[src/rtl/epw_pkg.sv]
// Package with shared constants and types for the page write host controller.
package epw_pkg;
  localparam int unsigned CLK_PERIOD_NS  = 25;
  localparam int unsigned ADDR_W         = 11;
  localparam int unsigned DATA_W         = 8;
  localparam int unsigned PAGE_BYTES     = 32;
  localparam int unsigned COL_W          = 5;
  localparam int unsigned STROBE_LOW_NS  = 100;
  localparam int unsigned SETUP_NS       = 50;
  localparam int unsigned GAP_MIN_NS     = 200;
  localparam int unsigned WINDOW_MAX_NS  = 100000;
  localparam int unsigned RECOVERY_NS    = 50;
  localparam int unsigned READ_ACCESS_NS = 150;
  localparam int unsigned POWERUP_NS     = 2000000;
  localparam int unsigned BUSY_DELAY_NS  = 100;
  localparam int unsigned STROBE_LOW_CYC  = (STROBE_LOW_NS + CLK_PERIOD_NS - 1) / CLK_PERIOD_NS;
  localparam int unsigned SETUP_CYC       = (SETUP_NS + CLK_PERIOD_NS - 1) / CLK_PERIOD_NS;
  localparam int unsigned GAP_MIN_CYC     = (GAP_MIN_NS + CLK_PERIOD_NS - 1) / CLK_PERIOD_NS;
  localparam int unsigned WINDOW_EXP_CYC  = (WINDOW_MAX_NS + CLK_PERIOD_NS - 1) / CLK_PERIOD_NS + 2;
  localparam int unsigned RECOVERY_CYC    = (RECOVERY_NS + CLK_PERIOD_NS - 1) / CLK_PERIOD_NS;
  localparam int unsigned READ_CYC        = (READ_ACCESS_NS + CLK_PERIOD_NS - 1) / CLK_PERIOD_NS + 2;
  localparam int unsigned POWERUP_CYC     = (POWERUP_NS + CLK_PERIOD_NS - 1) / CLK_PERIOD_NS;
  localparam int unsigned BUSY_DELAY_CYC  = (BUSY_DELAY_NS + CLK_PERIOD_NS - 1) / CLK_PERIOD_NS + 2;
  localparam int unsigned CNT_W           = 17;
  localparam logic [ADDR_W-1:0] ADDR_RST = 11'h000;
  localparam logic [DATA_W-1:0] DATA_RST = 8'h00;

  typedef enum logic [3:0] {
    EPW_IDLE    = 4'h0,
    EPW_SETUP   = 4'h1,
    EPW_STROBE  = 4'h2,
    EPW_HOLD    = 4'h3,
    EPW_GAP     = 4'h4,
    EPW_EXPIRE  = 4'h5,
    EPW_POLL    = 4'h6,
    EPW_RECOVER = 4'h7,
    EPW_READ    = 4'h8,
    EPW_RDONE   = 4'h9
  } epw_state_e;
endpackage : epw_pkg

[src/rtl/epw_sync_if.sv]
// Interface carrying the synchronised pin levels between the synchroniser and the controller.
interface epw_sync_if;
  import epw_pkg::*;
  logic              ready_busy_n;
  logic [DATA_W-1:0] data;
  modport src (output ready_busy_n, output data);
  modport dst (input ready_busy_n, input data);
endinterface : epw_sync_if

[src/rtl/epw_pin_sync.sv]
// Two-stage synchroniser for the device pins read by the controller.
module epw_pin_sync
  import epw_pkg::*;
(
  input  wire logic              i_sys_clk,
  input  wire logic              i_rst_n,
  input  wire logic              i_ready_busy_n,
  input  wire logic [DATA_W-1:0] i_data,
  epw_sync_if.src                sync
);
  logic [DATA_W:0] stage1;
  logic [DATA_W:0] stage2;
  logic [DATA_W:0] next_stage1;
  logic [DATA_W:0] next_stage2;

  always_comb begin
    next_stage1 = {i_ready_busy_n, i_data};
    next_stage2 = stage1;
  end

  always_ff @(posedge i_sys_clk) begin
    if (!i_rst_n) begin
      stage1 <= {1'b1, DATA_RST};
      stage2 <= {1'b1, DATA_RST};
    end else begin
      stage1 <= next_stage1;
      stage2 <= next_stage2;
    end
  end

  assign sync.ready_busy_n = stage2[DATA_W];
  assign sync.data         = stage2[DATA_W-1:0];
endmodule : epw_pin_sync

[src/rtl/epw_host_ctrl.sv]
// Host controller that drives the page write memory through its parallel pins.
module epw_host_ctrl
  import epw_pkg::*;
#(
  parameter int unsigned POWERUP_CYCLES = POWERUP_CYC,
  parameter int unsigned WINDOW_CYCLES  = WINDOW_EXP_CYC
) (
  input  wire logic              i_sys_clk,
  input  wire logic              i_rst_n,
  input  wire logic              i_wr_valid,
  input  wire logic [ADDR_W-1:0] i_wr_addr,
  input  wire logic [DATA_W-1:0] i_wr_data,
  input  wire logic              i_wr_last,
  input  wire logic              i_rd_valid,
  input  wire logic [ADDR_W-1:0] i_rd_addr,
  input  wire logic              i_ready_busy_n,
  input  wire logic [DATA_W-1:0] i_data,
  output logic                   o_ready,
  output logic                   o_rd_done,
  output logic      [DATA_W-1:0] o_rd_data,
  output logic                   o_page_done,
  output logic      [ADDR_W-1:0] o_addr,
  output logic      [DATA_W-1:0] o_data,
  output logic                   o_data_oe,
  output logic                   o_chip_select_n,
  output logic                   o_output_enable_n,
  output logic                   o_write_strobe_n
);
  epw_sync_if sync ();

  epw_pin_sync u_sync (
    .i_sys_clk      (i_sys_clk),
    .i_rst_n        (i_rst_n),
    .i_ready_busy_n (i_ready_busy_n),
    .i_data         (i_data),
    .sync           (sync)
  );

  epw_state_e        state;
  epw_state_e        next_state;
  logic [CNT_W-1:0]  cnt;
  logic [CNT_W-1:0]  next_cnt;
  logic [CNT_W+4:0]  pwr_cnt;
  logic [CNT_W+4:0]  next_pwr_cnt;
  logic [COL_W:0]    loaded;
  logic [COL_W:0]    next_loaded;
  logic              last;
  logic              next_last;
  logic [DATA_W-1:0] last_byte;
  logic [DATA_W-1:0] next_last_byte;
  logic              ready;
  logic              next_ready;
  logic              rd_done;
  logic              next_rd_done;
  logic [DATA_W-1:0] rd_data;
  logic [DATA_W-1:0] next_rd_data;
  logic              page_done;
  logic              next_page_done;
  logic [ADDR_W-1:0] addr;
  logic [ADDR_W-1:0] next_addr;
  logic [DATA_W-1:0] data;
  logic [DATA_W-1:0] next_data;
  logic              data_oe;
  logic              next_data_oe;
  logic              cs_n;
  logic              next_cs_n;
  logic              oe_n;
  logic              next_oe_n;
  logic              we_n;
  logic              next_we_n;
  logic              powered;

  assign powered = (pwr_cnt >= (CNT_W+5)'(POWERUP_CYCLES));

  always_comb begin
    next_state     = state;
    next_cnt       = (cnt == '0) ? cnt : cnt - 1'b1;
    next_pwr_cnt   = powered ? pwr_cnt : pwr_cnt + 1'b1;
    next_loaded    = loaded;
    next_last      = last;
    next_last_byte = last_byte;
    next_ready     = 1'b0;
    next_rd_done   = 1'b0;
    next_rd_data   = rd_data;
    next_page_done = 1'b0;
    next_addr      = addr;
    next_data      = data;
    next_data_oe   = data_oe;
    next_cs_n      = cs_n;
    next_oe_n      = oe_n;
    next_we_n      = 1'b1;
    unique case (state)
      EPW_IDLE: begin
        if (i_rd_valid) begin
          next_addr  = i_rd_addr;
          next_cs_n  = 1'b0;
          next_oe_n  = 1'b0;
          next_cnt   = CNT_W'(READ_CYC);
          next_state = EPW_READ;
        end else if (i_wr_valid && powered) begin
          next_addr      = i_wr_addr;
          next_data      = i_wr_data;
          next_last      = i_wr_last;
          next_last_byte = i_wr_data;
          next_oe_n      = 1'b1;
          next_data_oe   = 1'b1;
          next_cs_n      = 1'b0;
          next_cnt       = CNT_W'(SETUP_CYC);
          next_state     = EPW_SETUP;
        end else begin
          next_ready = !ready;
        end
      end
      EPW_SETUP: begin
        if (cnt == '0) begin
          next_we_n  = 1'b0;
          next_cnt   = CNT_W'(STROBE_LOW_CYC - 1);
          next_state = EPW_STROBE;
        end
      end
      EPW_STROBE: begin
        next_we_n = (cnt == '0);
        if (cnt == '0) begin
          next_loaded = (loaded == (COL_W+1)'(PAGE_BYTES)) ? loaded : loaded + 1'b1;
          next_cnt    = CNT_W'(GAP_MIN_CYC);
          next_state  = EPW_HOLD;
        end
      end
      EPW_HOLD: begin
        if (cnt == '0) begin
          next_data_oe = 1'b0;
          if (last || loaded == (COL_W+1)'(PAGE_BYTES)) begin
            next_cs_n  = 1'b1;
            next_cnt   = CNT_W'(WINDOW_CYCLES);
            next_state = EPW_EXPIRE;
          end else begin
            next_cnt   = CNT_W'(WINDOW_CYCLES - GAP_MIN_CYC - 4);
            next_state = EPW_GAP;
            next_ready = 1'b1;
          end
        end
      end
      EPW_GAP: begin
        if (i_wr_valid && cnt != '0) begin
          next_addr      = i_wr_addr;
          next_data      = i_wr_data;
          next_last      = i_wr_last;
          next_last_byte = i_wr_data;
          next_data_oe   = 1'b1;
          next_cnt       = CNT_W'(SETUP_CYC);
          next_state     = EPW_SETUP;
        end else if (cnt == '0) begin
          next_cs_n  = 1'b1;
          next_cnt   = CNT_W'(WINDOW_CYCLES);
          next_state = EPW_EXPIRE;
        end else begin
          next_ready = !ready;
        end
      end
      EPW_EXPIRE: begin
        if (cnt == '0) begin
          next_cnt   = CNT_W'(BUSY_DELAY_CYC);
          next_cs_n  = 1'b0;
          next_oe_n  = 1'b0;
          next_state = EPW_POLL;
        end
      end
      EPW_POLL: begin
        if (cnt == '0 && sync.ready_busy_n &&
            sync.data[DATA_W-1] == last_byte[DATA_W-1]) begin
          next_cs_n   = 1'b1;
          next_oe_n   = 1'b1;
          next_cnt    = CNT_W'(RECOVERY_CYC + 2);
          next_state  = EPW_RECOVER;
        end
      end
      EPW_RECOVER: begin
        if (cnt == '0) begin
          next_loaded    = '0;
          next_page_done = 1'b1;
          next_state     = EPW_IDLE;
        end
      end
      EPW_READ: begin
        if (cnt == '0) begin
          next_rd_data = sync.data;
          next_cs_n    = 1'b1;
          next_oe_n    = 1'b1;
          next_state   = EPW_RDONE;
        end
      end
      EPW_RDONE: begin
        next_rd_done = 1'b1;
        next_state   = EPW_IDLE;
      end
      default: begin
        next_state = EPW_IDLE;
      end
    endcase
  end

  always_ff @(posedge i_sys_clk) begin
    if (!i_rst_n) begin
      state     <= EPW_IDLE;
      cnt       <= '0;
      pwr_cnt   <= '0;
      loaded    <= '0;
      last      <= 1'b0;
      last_byte <= DATA_RST;
      ready     <= 1'b0;
      rd_done   <= 1'b0;
      rd_data   <= DATA_RST;
      page_done <= 1'b0;
      addr      <= ADDR_RST;
      data      <= DATA_RST;
      data_oe   <= 1'b0;
      cs_n      <= 1'b1;
      oe_n      <= 1'b1;
      we_n      <= 1'b1;
    end else begin
      state     <= next_state;
      cnt       <= next_cnt;
      pwr_cnt   <= next_pwr_cnt;
      loaded    <= next_loaded;
      last      <= next_last;
      last_byte <= next_last_byte;
      ready     <= next_ready;
      rd_done   <= next_rd_done;
      rd_data   <= next_rd_data;
      page_done <= next_page_done;
      addr      <= next_addr;
      data      <= next_data;
      data_oe   <= next_data_oe;
      cs_n      <= next_cs_n;
      oe_n      <= next_oe_n;
      we_n      <= next_we_n;
    end
  end

  assign o_ready           = ready;
  assign o_rd_done         = rd_done;
  assign o_rd_data         = rd_data;
  assign o_page_done       = page_done;
  assign o_addr            = addr;
  assign o_data            = data;
  assign o_data_oe         = data_oe;
  assign o_chip_select_n   = cs_n;
  assign o_output_enable_n = oe_n;
  assign o_write_strobe_n  = we_n;
endmodule : epw_host_ctrl

[config.mk]
export PLATFORM = sky130hd
export DESIGN_NAME = epw_host_ctrl
export DESIGN_NICKNAME = d
export VERILOG_FILES = /design/src/rtl/epw_pkg.sv /design/src/rtl/epw_sync_if.sv /design/src/rtl/epw_pin_sync.sv /design/src/rtl/epw_host_ctrl.sv
export SDC_FILE = /design/constraint.sdc
export NUM_CORES = 1
export LEC_CHECK = 0
export BUFFER_PORTS_ARGS = -buffer_cell sky130_fd_sc_hd__buf_2
export CORE_MARGIN = 4
export CORE_UTILIZATION = 40
export DETAILED_ROUTE_END_ITERATION = 12
export PLACE_DENSITY = 0.59
export SETUP_SLACK_MARGIN = 0.15
export SLEW_MARGIN = 25
export SYNTH_ARGS = -nofsm -noshare
export SYNTH_HDL_FRONTEND = slang
export SYNTH_SLANG_ARGS = --single-unit
[constraint.sdc]
create_clock -name i_sys_clk -period 7.2 [get_ports i_sys_clk]
set_input_delay 2.16 -clock i_sys_clk [delete_from_list [all_inputs] [get_ports i_sys_clk]]
set_output_delay 2.16 -clock i_sys_clk [all_outputs]
set_load 0.01 [all_outputs]
# Yosys cells after proc, flatten, opt, wreduce, memory -nomap -nowiden
# Index checks and enable logic that the tools add are counted.
# classes
n_eq_ne	26
n_shift	0
n_bitwise	0
n_mux	68
add_sub_neg	3
order_cmp	1
mul	0
n_reduce_logical	23
n_div	0
# ops
cell	count
17-bit 2-to-1 mux	10
17-bit one-hot mux with 7 select lines	1
4-bit 2-to-1 mux	11
4-bit one-hot mux with 9 select lines	1
11-bit 2-to-1 mux	3
1-bit 2-to-1 mux	26
2-bit != test, second input constant	13
6-bit 2-to-1 mux	4
8-bit 2-to-1 mux	3
22-bit by 1-bit adder with 22-bit output, second input constant	1
22-bit by 17-bit greater-or-equal comparator with 1-bit output, second input constant	1
11-bit one-hot mux with 2 select lines	1
17-bit zero test	1
17-bit nonzero test	1
17-bit by 1-bit subtractor with 17-bit output, second input constant	1
4-bit by 3-bit == test with 1-bit output, second input constant	4
8-bit one-hot mux with 2 select lines	1
6-bit one-hot mux with 2 select lines	1
5-bit AND reduction	2
9-bit AND reduction	1
4-bit by 2-bit == test with 1-bit output, second input constant	2
4-bit == test, second input constant	2
4-bit AND reduction	2
7-bit AND reduction	1
other kinds (19)	27
# totals
latch_bits	0
memories	0
output_inout_bits	34
ramBits	0
elab_cells	138
romBits	0
reg_bits	102

# Depth between registers and ports, before layout
# Gate-level depths: netlist (run 1).
# depth
depth_word	5
ltp_mapped	12

# Hierarchy
# Synthesis (run 1) repeated with hierarchy kept, for this count alone.
# hier_totals
cells_unflattened	599
area_unflattened_um2	5006.1
# modules_own_cells
module	n_inst	cells_each	area_per_inst_um2	seq_area_each_um2
epw_host_ctrl	1	562	4506.8	1681.6
epw_pin_sync	1	37	499.2	360.3

# Worst setup path before layout (run 1)
# OpenSTA, ideal clock, no wires.
# synth_timing
kind	input to register
from	in i_rd_valid
to	reg ready, in the netlist o_ready
stages	5
slack_ps	3719
t_required_ps	7105
arrival_time_ps	3386
path_cell_list	nand2b_1 -> a31oi_2 -> a21oi_1 -> or3_1 -> a221oi_1
# synth_between
elab_chain_len	2
# synth_rtl
item	line_no	rtl
start, declared	epw_host_ctrl.sv:14	input wire logic i_rd_valid,
1-bit 2-to-1 mux	epw_host_ctrl.sv:94	if (i_rd_valid) begin
1-bit one-hot mux with 3 select lines	epw_host_ctrl.sv:92	unique case (state)
end signal, assigned	epw_host_ctrl.sv:227	ready <= next_ready;
end, declared	epw_host_ctrl.sv:51	logic ready;
# Every way passes these cells.
# A chain may end at the register's enable or synchronous reset.

# Worst setup path in the final report (run 1)
# layout_timing
from	in i_wr_valid
to	reg addr[5], in the netlist o_addr[5]
# layout_between
elab_chain_len	3
word_cells_on_any_way	5
cone_classes	eq/ne: 2; reduce/logical: 3
# layout_rtl
item	line_no	rtl
start, declared	epw_host_ctrl.sv:10	input wire logic i_wr_valid,
1-bit logical AND (on tied branches)	epw_host_ctrl.sv:100, epw_host_ctrl.sv:144	
3-bit != test (no source line) / 2-bit != test (equally long branches)	n/a	
3-bit AND reduction (no source line) *	n/a	
end signal, assigned	epw_host_ctrl.sv:231	addr <= next_addr;
end, declared	epw_host_ctrl.sv:59	logic [ADDR_W-1:0] addr;
# Every way passes the cells marked *; elsewhere a longest branch is shown, timed or not.

==> results of run 1 <==
==> power groups by stage <==
stage	sequential, µW	combinational (µW)	clock [µW]
after global placement	785	1200	0
after detailed placement	787	1210	0
after floorplan	761	925	0
final	779	1240	527
after CTS	775	1220	541
after global routing	792	1350	564
==> final timing paths <==
kind / startpoint / to / slack [ps] / depth (start not counted)
max: i_wr_valid / o_addr[5]$_SDFFE_PN0P_ / 3350 / 7
min: u_sync.next_stage2[8]$_SDFF_PN1_ / u_sync.stage2[8]$_SDFF_PN1_ / 420 / 1
max reg2reg: cnt[0]$_SDFF_PN0_ / cnt[11]$_SDFF_PN0_ / 4380 / 10
min reg2reg: u_sync.next_stage2[8]$_SDFF_PN1_ / u_sync.stage2[8]$_SDFF_PN1_ / 420 / 1
==> metal layers <==
layer / wire length (µm) / track usage (%)
met1: 6020 / 24.7
met2: 6020 / 29.2
met3: 847 / 5.37
met4: 297 / 6.66
met5: 0 / 0
==> final cells by class <==
cell class                      count  area, µm²  share of cell area [%]
Multi-Input combinational cell    437       2700                    47.0
Clock inverter                      6       96.3                    1.67
Timing Repair Buffer               81        415                    7.22
Inverter                           16       60.1                    1.04
Clock buffer                        9        225                    3.91
Tap cell                          168        210                    3.65
Sequential cell                   102       2040                    35.5
==> registers in the layout, indices dropped and copies added (netlist names) <==
signal,flops
u_sync.stage2,9
o_page_done,1
cnt,17
pwr_cnt,22
o_rd_data,8
o_write_strobe_n,1
o_output_enable_n,1
o_addr,11
o_data,8
u_sync.next_stage2,9
o_ready,1
last,1
state,4
o_data_oe,1
loaded,6
o_chip_select_n,1
o_rd_done,1
==> critical path: cells and delay by family <==
family                 cells  cell delay, ps
AND/OR/NAND/NOR            3             340
buffers and inverters      1             190
AO/OA/AOI/OAI              3            1410
==> placed cells by master, fill, tap and decap left out, types with 10 or more instances in the layout <==
| cell type | count |
|---|---|
| dfxtp_1 | 102 |
| and2_1 | 28 |
| xnor2_1 | 22 |
| nand3_1 | 22 |
| inv_1 | 15 |
| buf_2 | 77 |
| nor3_1 | 22 |
| nand2_1 | 63 |
| nor2_1 | 74 |
| mux2i_1 | 10 |
| a311oi_1 | 13 |
| o21ai_0 | 18 |
| a21oi_1 | 32 |
==> through the flow <==
step / cell area [µm²] / setup slack, ps / total power, µW / utilization, %
CTS: 5750 / 3360 / 2530 / 47.7
global route: 5750 / 3070 / 2710 / 47.7
floorplan: 4940 / 3720 / 1690 / -
detailed placement: 5430 / 3000 / 1990 / 45.0
finish: 5750 / 3350 / 2540 / 47.7
global placement: 5430 / 3120 / 1990 / 45.0
==> cell families after synthesis <==
| kind of cell | Yosys count | synth area share, % |
|---|---|---|
| compound gates | 121 | 17.7 |
| xor+xnor | 31 | 5.50 |
| fa+ha+maj | 7 | 1.77 |
| buf+inv | 47 | 3.88 |
| flops | 102 | 41.4 |
| mux | 10 | 2.03 |
| simple gates | 268 | 27.7 |
==> metrics.md, run 1 <==
| Metric | Value |
|---|---|
| Worst path max stage delay | `860 ps` |
| Kind of launch point of the worst setup path | `input port` |
| Pins over their slew limit | `0` |
| Worst endpoint required time | `7450 ps` |
| Combined global-route utilization of all metal layers | `18.7%` |
| Top achievable clock speed | `260 MHz` |
| Cell Int Power | `1420 µW` |
| Mapped Nets | `637` |
| Syn Inst Count | `586` |
| Ordered list of cells on the worst path | `buf_2 > nand2_1 > nor4_2 > a31oi_2 > a22oi_2 > nor2_1 > a311oi_1` |
| Count of input and output buffers | `77` |
| Top-level I/O count | `78` |
| Share of total power consumed by net switching | `44.0%` |
| Number of CTS-inserted buffers | `9` |
| Core Rows | `40` |
| Switching power | `1120 µW` |
| Die Ht | `119 µm` |
| Number of enable flip-flop cells after synthesis | `0` |
| Non-Filler Instances | `819` |
| Post-synthesis register bit count | `102` |
| # DRC | `0` |
| Part of the total power dissipated in combinational logic | `48.6%` |
| Post-CTS setup-driven buffer insertion count | `0` |
| Classification of the worst setup path | `input port to flop` |
| Largest net degree at the start of global routing | `50` |
| H-Tree Level Count | `3` |
| Final net count | `698` |
| Reg clk slew, reported paths | `70 ps` |
| Maximum buffer depth of the clock tree | `2` |
| Antenna violations before repair | `0` |
| Final worst-path cycle share | `53.5%` |
| Library cell with the largest summed area after synthesis | `dfxtp_1` |
| Portion of the post-synthesis area used by sequential elements | `41.4%` |
| Clock tree from TritonCTS | `yes` |
| ANT cells | `0` |
| Starting utilization of the core area | `40.9%` |
| Vias after detailed routing | `4477` |
| Proportion of layout cells with a drive suffix above 1 | `17.7%` |
| Worst ir drop on vdd | `0.000206 V` |
| Tightest Hold Check Type | `flop to flop` |
| Top cell type's share of synthesized area | `41.4%` |
| Placer Congestion | `0.916` |
| Clk Latency, worst-skew pair | `350 ps` |
| Slew at the pin closest to its max-slew limit | `940 ps` |
| Leakage power figure | `0.00225 µW` |
| Dominant cell by count in the synthesized netlist | `dfxtp_1` |
| Prevailing post-synth register cell | `dfxtp_1` |
| Pwr Density | `442 nW/µm²` |
| Via count of the first global-routing pass | `4229` |
| Number of detailed-routing iterations run before antenna repair | `5` |
| Result of the run | `completed` |
| Worst clock skew on the final layout | `8.45 ps` |
| Global-route wire length before repair | `21.7 mm` |
| Average wire length per cell after detail routing | `16.1 µm` |
| Seq pwr share | `30.6%` |
| Async set-or-reset flop fraction in the synthesized netlist | `0%` |
| Area growth syn-to-layout | `16.5%` |
| RSZ-0062 raised after global routing | `false` |
| Fill cell total of the finished layout | `1216` |
| Count of final setup violators | `0` |
| Largest cells by area after synthesis | `dfxtp_1 41%, nor2_1 5.6%, nand2_1 4.8%` |
| Vias per cell | `5.47` |
| Yosys Warn Count | `0` |
| Clk sink count | `102` |
| Cells resized by post-CTS repair | `0` |
| Largest driver fanout on the critical path | `22` |
| Number of hold violations in the final report | `0` |
| Cell Count Post-Placement | `804` |
| Endpoint type of the worst setup path | `flop` |
| Overflow left after global routing | `0` |
| Hold-fix buffer count after cts | `0` |
| Critical Path Slowest Stage Cell | `a22oi_2` |
| Worst slew margin relative to its limit | `37.4%` |
| Die area | `14200 µm²` |
| Arrival time at the worst endpoint | `4110 ps` |
| DRT antenna net count | `0` |
| HPWL after DPL | `9.46 mm` |
| CTS Root Buffer Type | `clkbuf_16` |
| Count of max-cap constraint violations | `0` |
| Worst hold slack across all endpoints | `425 ps` |
| Netlist area before placement | `4940 µm²` |
| Avg Synthesized Cell Area | `8.43 µm²` |
| Clk pwr share | `20.7%` |
| First-iteration detailed-routing DRC count | `441` |
| Sum Neg Setup Slack | `0 ps` |
| Core region area | `12100 µm²` |
| Detailed-route wire length | `13.2 mm` |
| Yosys cell types | `73` |
| Final worst path period need | `3850 ps` |
| Synth cell count leaders | `102 x dfxtp_1, 74 x nor2_1, 63 x nand2_1` |
| Overall die width | `119 µm` |
No activity file was read; power rests on OpenSTA's default activity.
==> run 2: changes to the inputs <==
Clock period 7.2 ns to 3.8 ns, I/O delays scaled along.
==> run 2 against run 1 <==
Net effect: global-route usage grew 0.18 points; power increased by 86%; cell count up 0.73%; count of clock-buffer cells in the layout increased by 1; first-iteration DRC count fell by 38%; highest routed layer unchanged.
==> metrics.md, run 2 (synthesis gave the netlist of run 1 again) <==
| Metric | Value |
|---|---|
| Result of the run | `completed` |
| Via count of the first global-routing pass | `4371 (+3.4%)` |
| Global-route wire length before repair | `21.8 mm (+0.57%)` |
| Switching power | `2120 µW (+90%)` |
| Ordered list of cells on the worst path | `inv_1 > ha_1 > or3b_2 > nor3_1 > nand2_1 > nor3_1 > o311a_1` |
| Fill cell total of the finished layout | `1184 (-2.6%)` |
| Cell occurring most often along the worst timing path | `nor3_1` |
| Part of the total power dissipated in combinational logic | `50.2% (+1.6 points)` |
| Average wire length per cell after detail routing | `16.0 µm (-0.84%)` |
| Pins over their slew limit | `0 (unchanged)` |
| Final net count | `703 (+0.72%)` |
| Most common cell after layout, fill and taps aside | `dfxtp_1` |
| Slew at the pin closest to its max-slew limit | `774 ps (-166 ps)` |
| Starting utilization of the core area | `40.9% (unchanged)` |
| Number of hold violations in the final report | `0 (unchanged)` |
| Vias per cell | `5.33 (-2.5%)` |
| Top-level I/O count | `78 (unchanged)` |
| Most flop-heavy register | `pwr_cnt` |
| Leakage power figure | `0.00227 µW (+0.73%)` |
| Largest net degree at the start of global routing | `27 (-46%)` |
| Total cell area at the placement stage | `5470 µm² (+0.69%)` |
| Overall die width | `119 µm (unchanged)` |
| Final core area utilization | `47.7% (+0.052 points)` |
| Seq pwr share | `30.9% (+0.3 points)` |
| Clk Latency, worst-skew pair | `350 ps (about the same)` |
| Antenna violations before repair | `0 (unchanged)` |
| Post-route cell area | `5760 µm² (+0.11%)` |
| Worst path max stage delay | `580 ps (-280 ps)` |
| Count of max-cap constraint violations | `0 (unchanged)` |
| Endpoint type of the worst setup path | `flop` |
| Reg clk slew, reported paths | `70 ps (about the same)` |
| Final worst-path cycle share | `72.6%` |
| Worst endpoint required time | `4080 ps (-3370 ps)` |
| Maximum buffer depth of the clock tree | `2 (unchanged)` |
| Detailed-route wire length | `13.2 mm (-0.11%)` |
| Final worst path period need | `2760 ps` |
| Placer Congestion | `0.914 (-0.24%)` |
| First-iteration detailed-routing DRC count | `272 (-38%)` |
| Clk sink count | `102 (unchanged)` |
| Combined global-route utilization of all metal layers | `18.9% (+0.18 points)` |
| Count of final setup violators | `0 (unchanged)` |
| Largest driver fanout on the critical path | `4 (-82%)` |
| RSZ-0062 raised after global routing | `false` |
| Core region area | `12100 µm² (unchanged)` |
| Number of detailed-routing iterations run before antenna repair | `7 (+2)` |
| Clk pwr share | `18.8% (-1.9 points)` |
| Worst clock skew on the final layout | `6.74 ps (-1.71 ps)` |
| Proportion of layout cells with a drive suffix above 1 | `18.4% (+0.75 points)` |
| Final Power | `4730 µW (+86%)` |
| H-Tree Level Count | `3 (unchanged)` |
| Cell Count Post-Placement | `809 (+0.62%)` |
| Pwr Density | `821 nW/µm² (+86%)` |
| ANT cells | `0 (unchanged)` |
| Tightest Hold Check Type | `flop to flop` |
| Overflow left after global routing | `0 (unchanged)` |
| Core Rows | `40 (unchanged)` |
| Hold-fix buffer count after cts | `0 (unchanged)` |
| # DRC | `0 (unchanged)` |
| DRT antenna net count | `0 (unchanged)` |
| Post-CTS setup-driven buffer insertion count | `0 (unchanged)` |
| Vias after detailed routing | `4396 (-1.8%)` |
| Critical Path Slowest Stage Cell | `nor3_1` |
| Worst ir drop on vdd | `0.000346 V (+68%)` |
| HPWL after DPL | `9.63 mm (+1.8%)` |
| Buffering stage count on the worst path with inverters included | `1 (unchanged)` |
| Classification of the worst setup path | `flop to flop` |
| Die Ht | `119 µm (unchanged)` |
| Top achievable clock speed | `363 MHz` |
| Count of input and output buffers | `77 (unchanged)` |
| Share of total power consumed by net switching | `44.9% (+0.88 points)` |
| Worst slew margin relative to its limit | `48.3% (+11 points)` |
| Sum Neg Setup Slack | `0 ps (unchanged)` |
| CTS Root Buffer Type | `clkbuf_16` |
| Area growth syn-to-layout | `16.6%` |
| Kind of launch point of the worst setup path | `flop` |
| Clock tree from TritonCTS | `yes` |
| Kind of cell adding the most delay to the critical path | `simple AND/OR/NAND/NOR gates` |
| Cell Int Power | `2610 µW (+83%)` |
| Largest register FFs | `22 (unchanged)` |
| Cells resized by post-CTS repair | `0 (unchanged)` |
| Arrival time at the worst endpoint | `3040 ps (-1070 ps)` |
| Die area | `14200 µm² (unchanged)` |
| Non-Filler Instances | `825 (+0.73%)` |
| Most frequent cells in the layout | `102 x dfxtp_1, 77 x buf_2, 74 x nor2_1, 63 x nand2_1, 32 x a21oi_1` |
| Number of CTS-inserted buffers | `9 (unchanged)` |
[run 2: changes by cell type in the layout (fill, tap and decap cells not counted), sizes merged]
| cell | delta |
|---|---|
| clkinv | +1 |
| inv | +2 |
| clkinvlp | -1 |
| bufinv | -2 |
| buf | +5 |
| clkbuf | +1 |
[run 2: path summary, 6_finish.rpt]
path,slack [ps],startpoint,cells after the start,end
setup reg to reg,1040,cnt[0]$_SDFF_PN0_,7,cnt[9]$_SDFF_PN0_
setup / recovery,1040,cnt[0]$_SDFF_PN0_,7,cnt[9]$_SDFF_PN0_
hold / removal,420,u_sync.next_stage2[8]$_SDFF_PN1_,1,u_sync.stage2[8]$_SDFF_PN1_
hold reg to reg,420,u_sync.next_stage2[8]$_SDFF_PN1_,1,u_sync.stage2[8]$_SDFF_PN1_
[run 2: area by class of cell]
| type | instances | area [µm²] | area share (%) |
|---|---|---|---|
| Timing Repair Buffer | 86 | 453 | 7.86 |
| Clock buffer | 10 | 239 | 4.15 |
| Sequential cell | 102 | 2040 | 35.5 |
| Multi-Input combinational cell | 437 | 2700 | 46.9 |
| Tap cell | 168 | 210 | 3.65 |
| Clock inverter | 6 | 51.3 | 0.891 |
| Inverter | 16 | 60.1 | 1.04 |
[run 2: power groups by stage]
stage / clock network [µW] / logic [µW] / registers, µW
2_1_floorplan: 0 / 1750 / 1440
3_3_place_gp: 0 / 2310 / 1480
3_5_place_dp: 0 / 2340 / 1480
4_1_cts: 928 / 2350 / 1460
5_1_grt: 966 / 2630 / 1490
6_report: 890 / 2370 / 1460
[run 2: metal layers]
layer	part of all wire (%)	global-route usage (%)	up-vias
li1	-	-	2202
met1	44	23.4	2023
met4	2.6	7.53	0
met5	0	0	-
met3	6.2	4.99	33
met2	47	31.2	138
[run 2: per-stage QoR]
stage               hold WS, ps  setup slack [ps]
detailed placement          400               882
finish                      415              1040
floorplan                   386              1340
global placement            396               949
global route                443               870
CTS                         421              1070
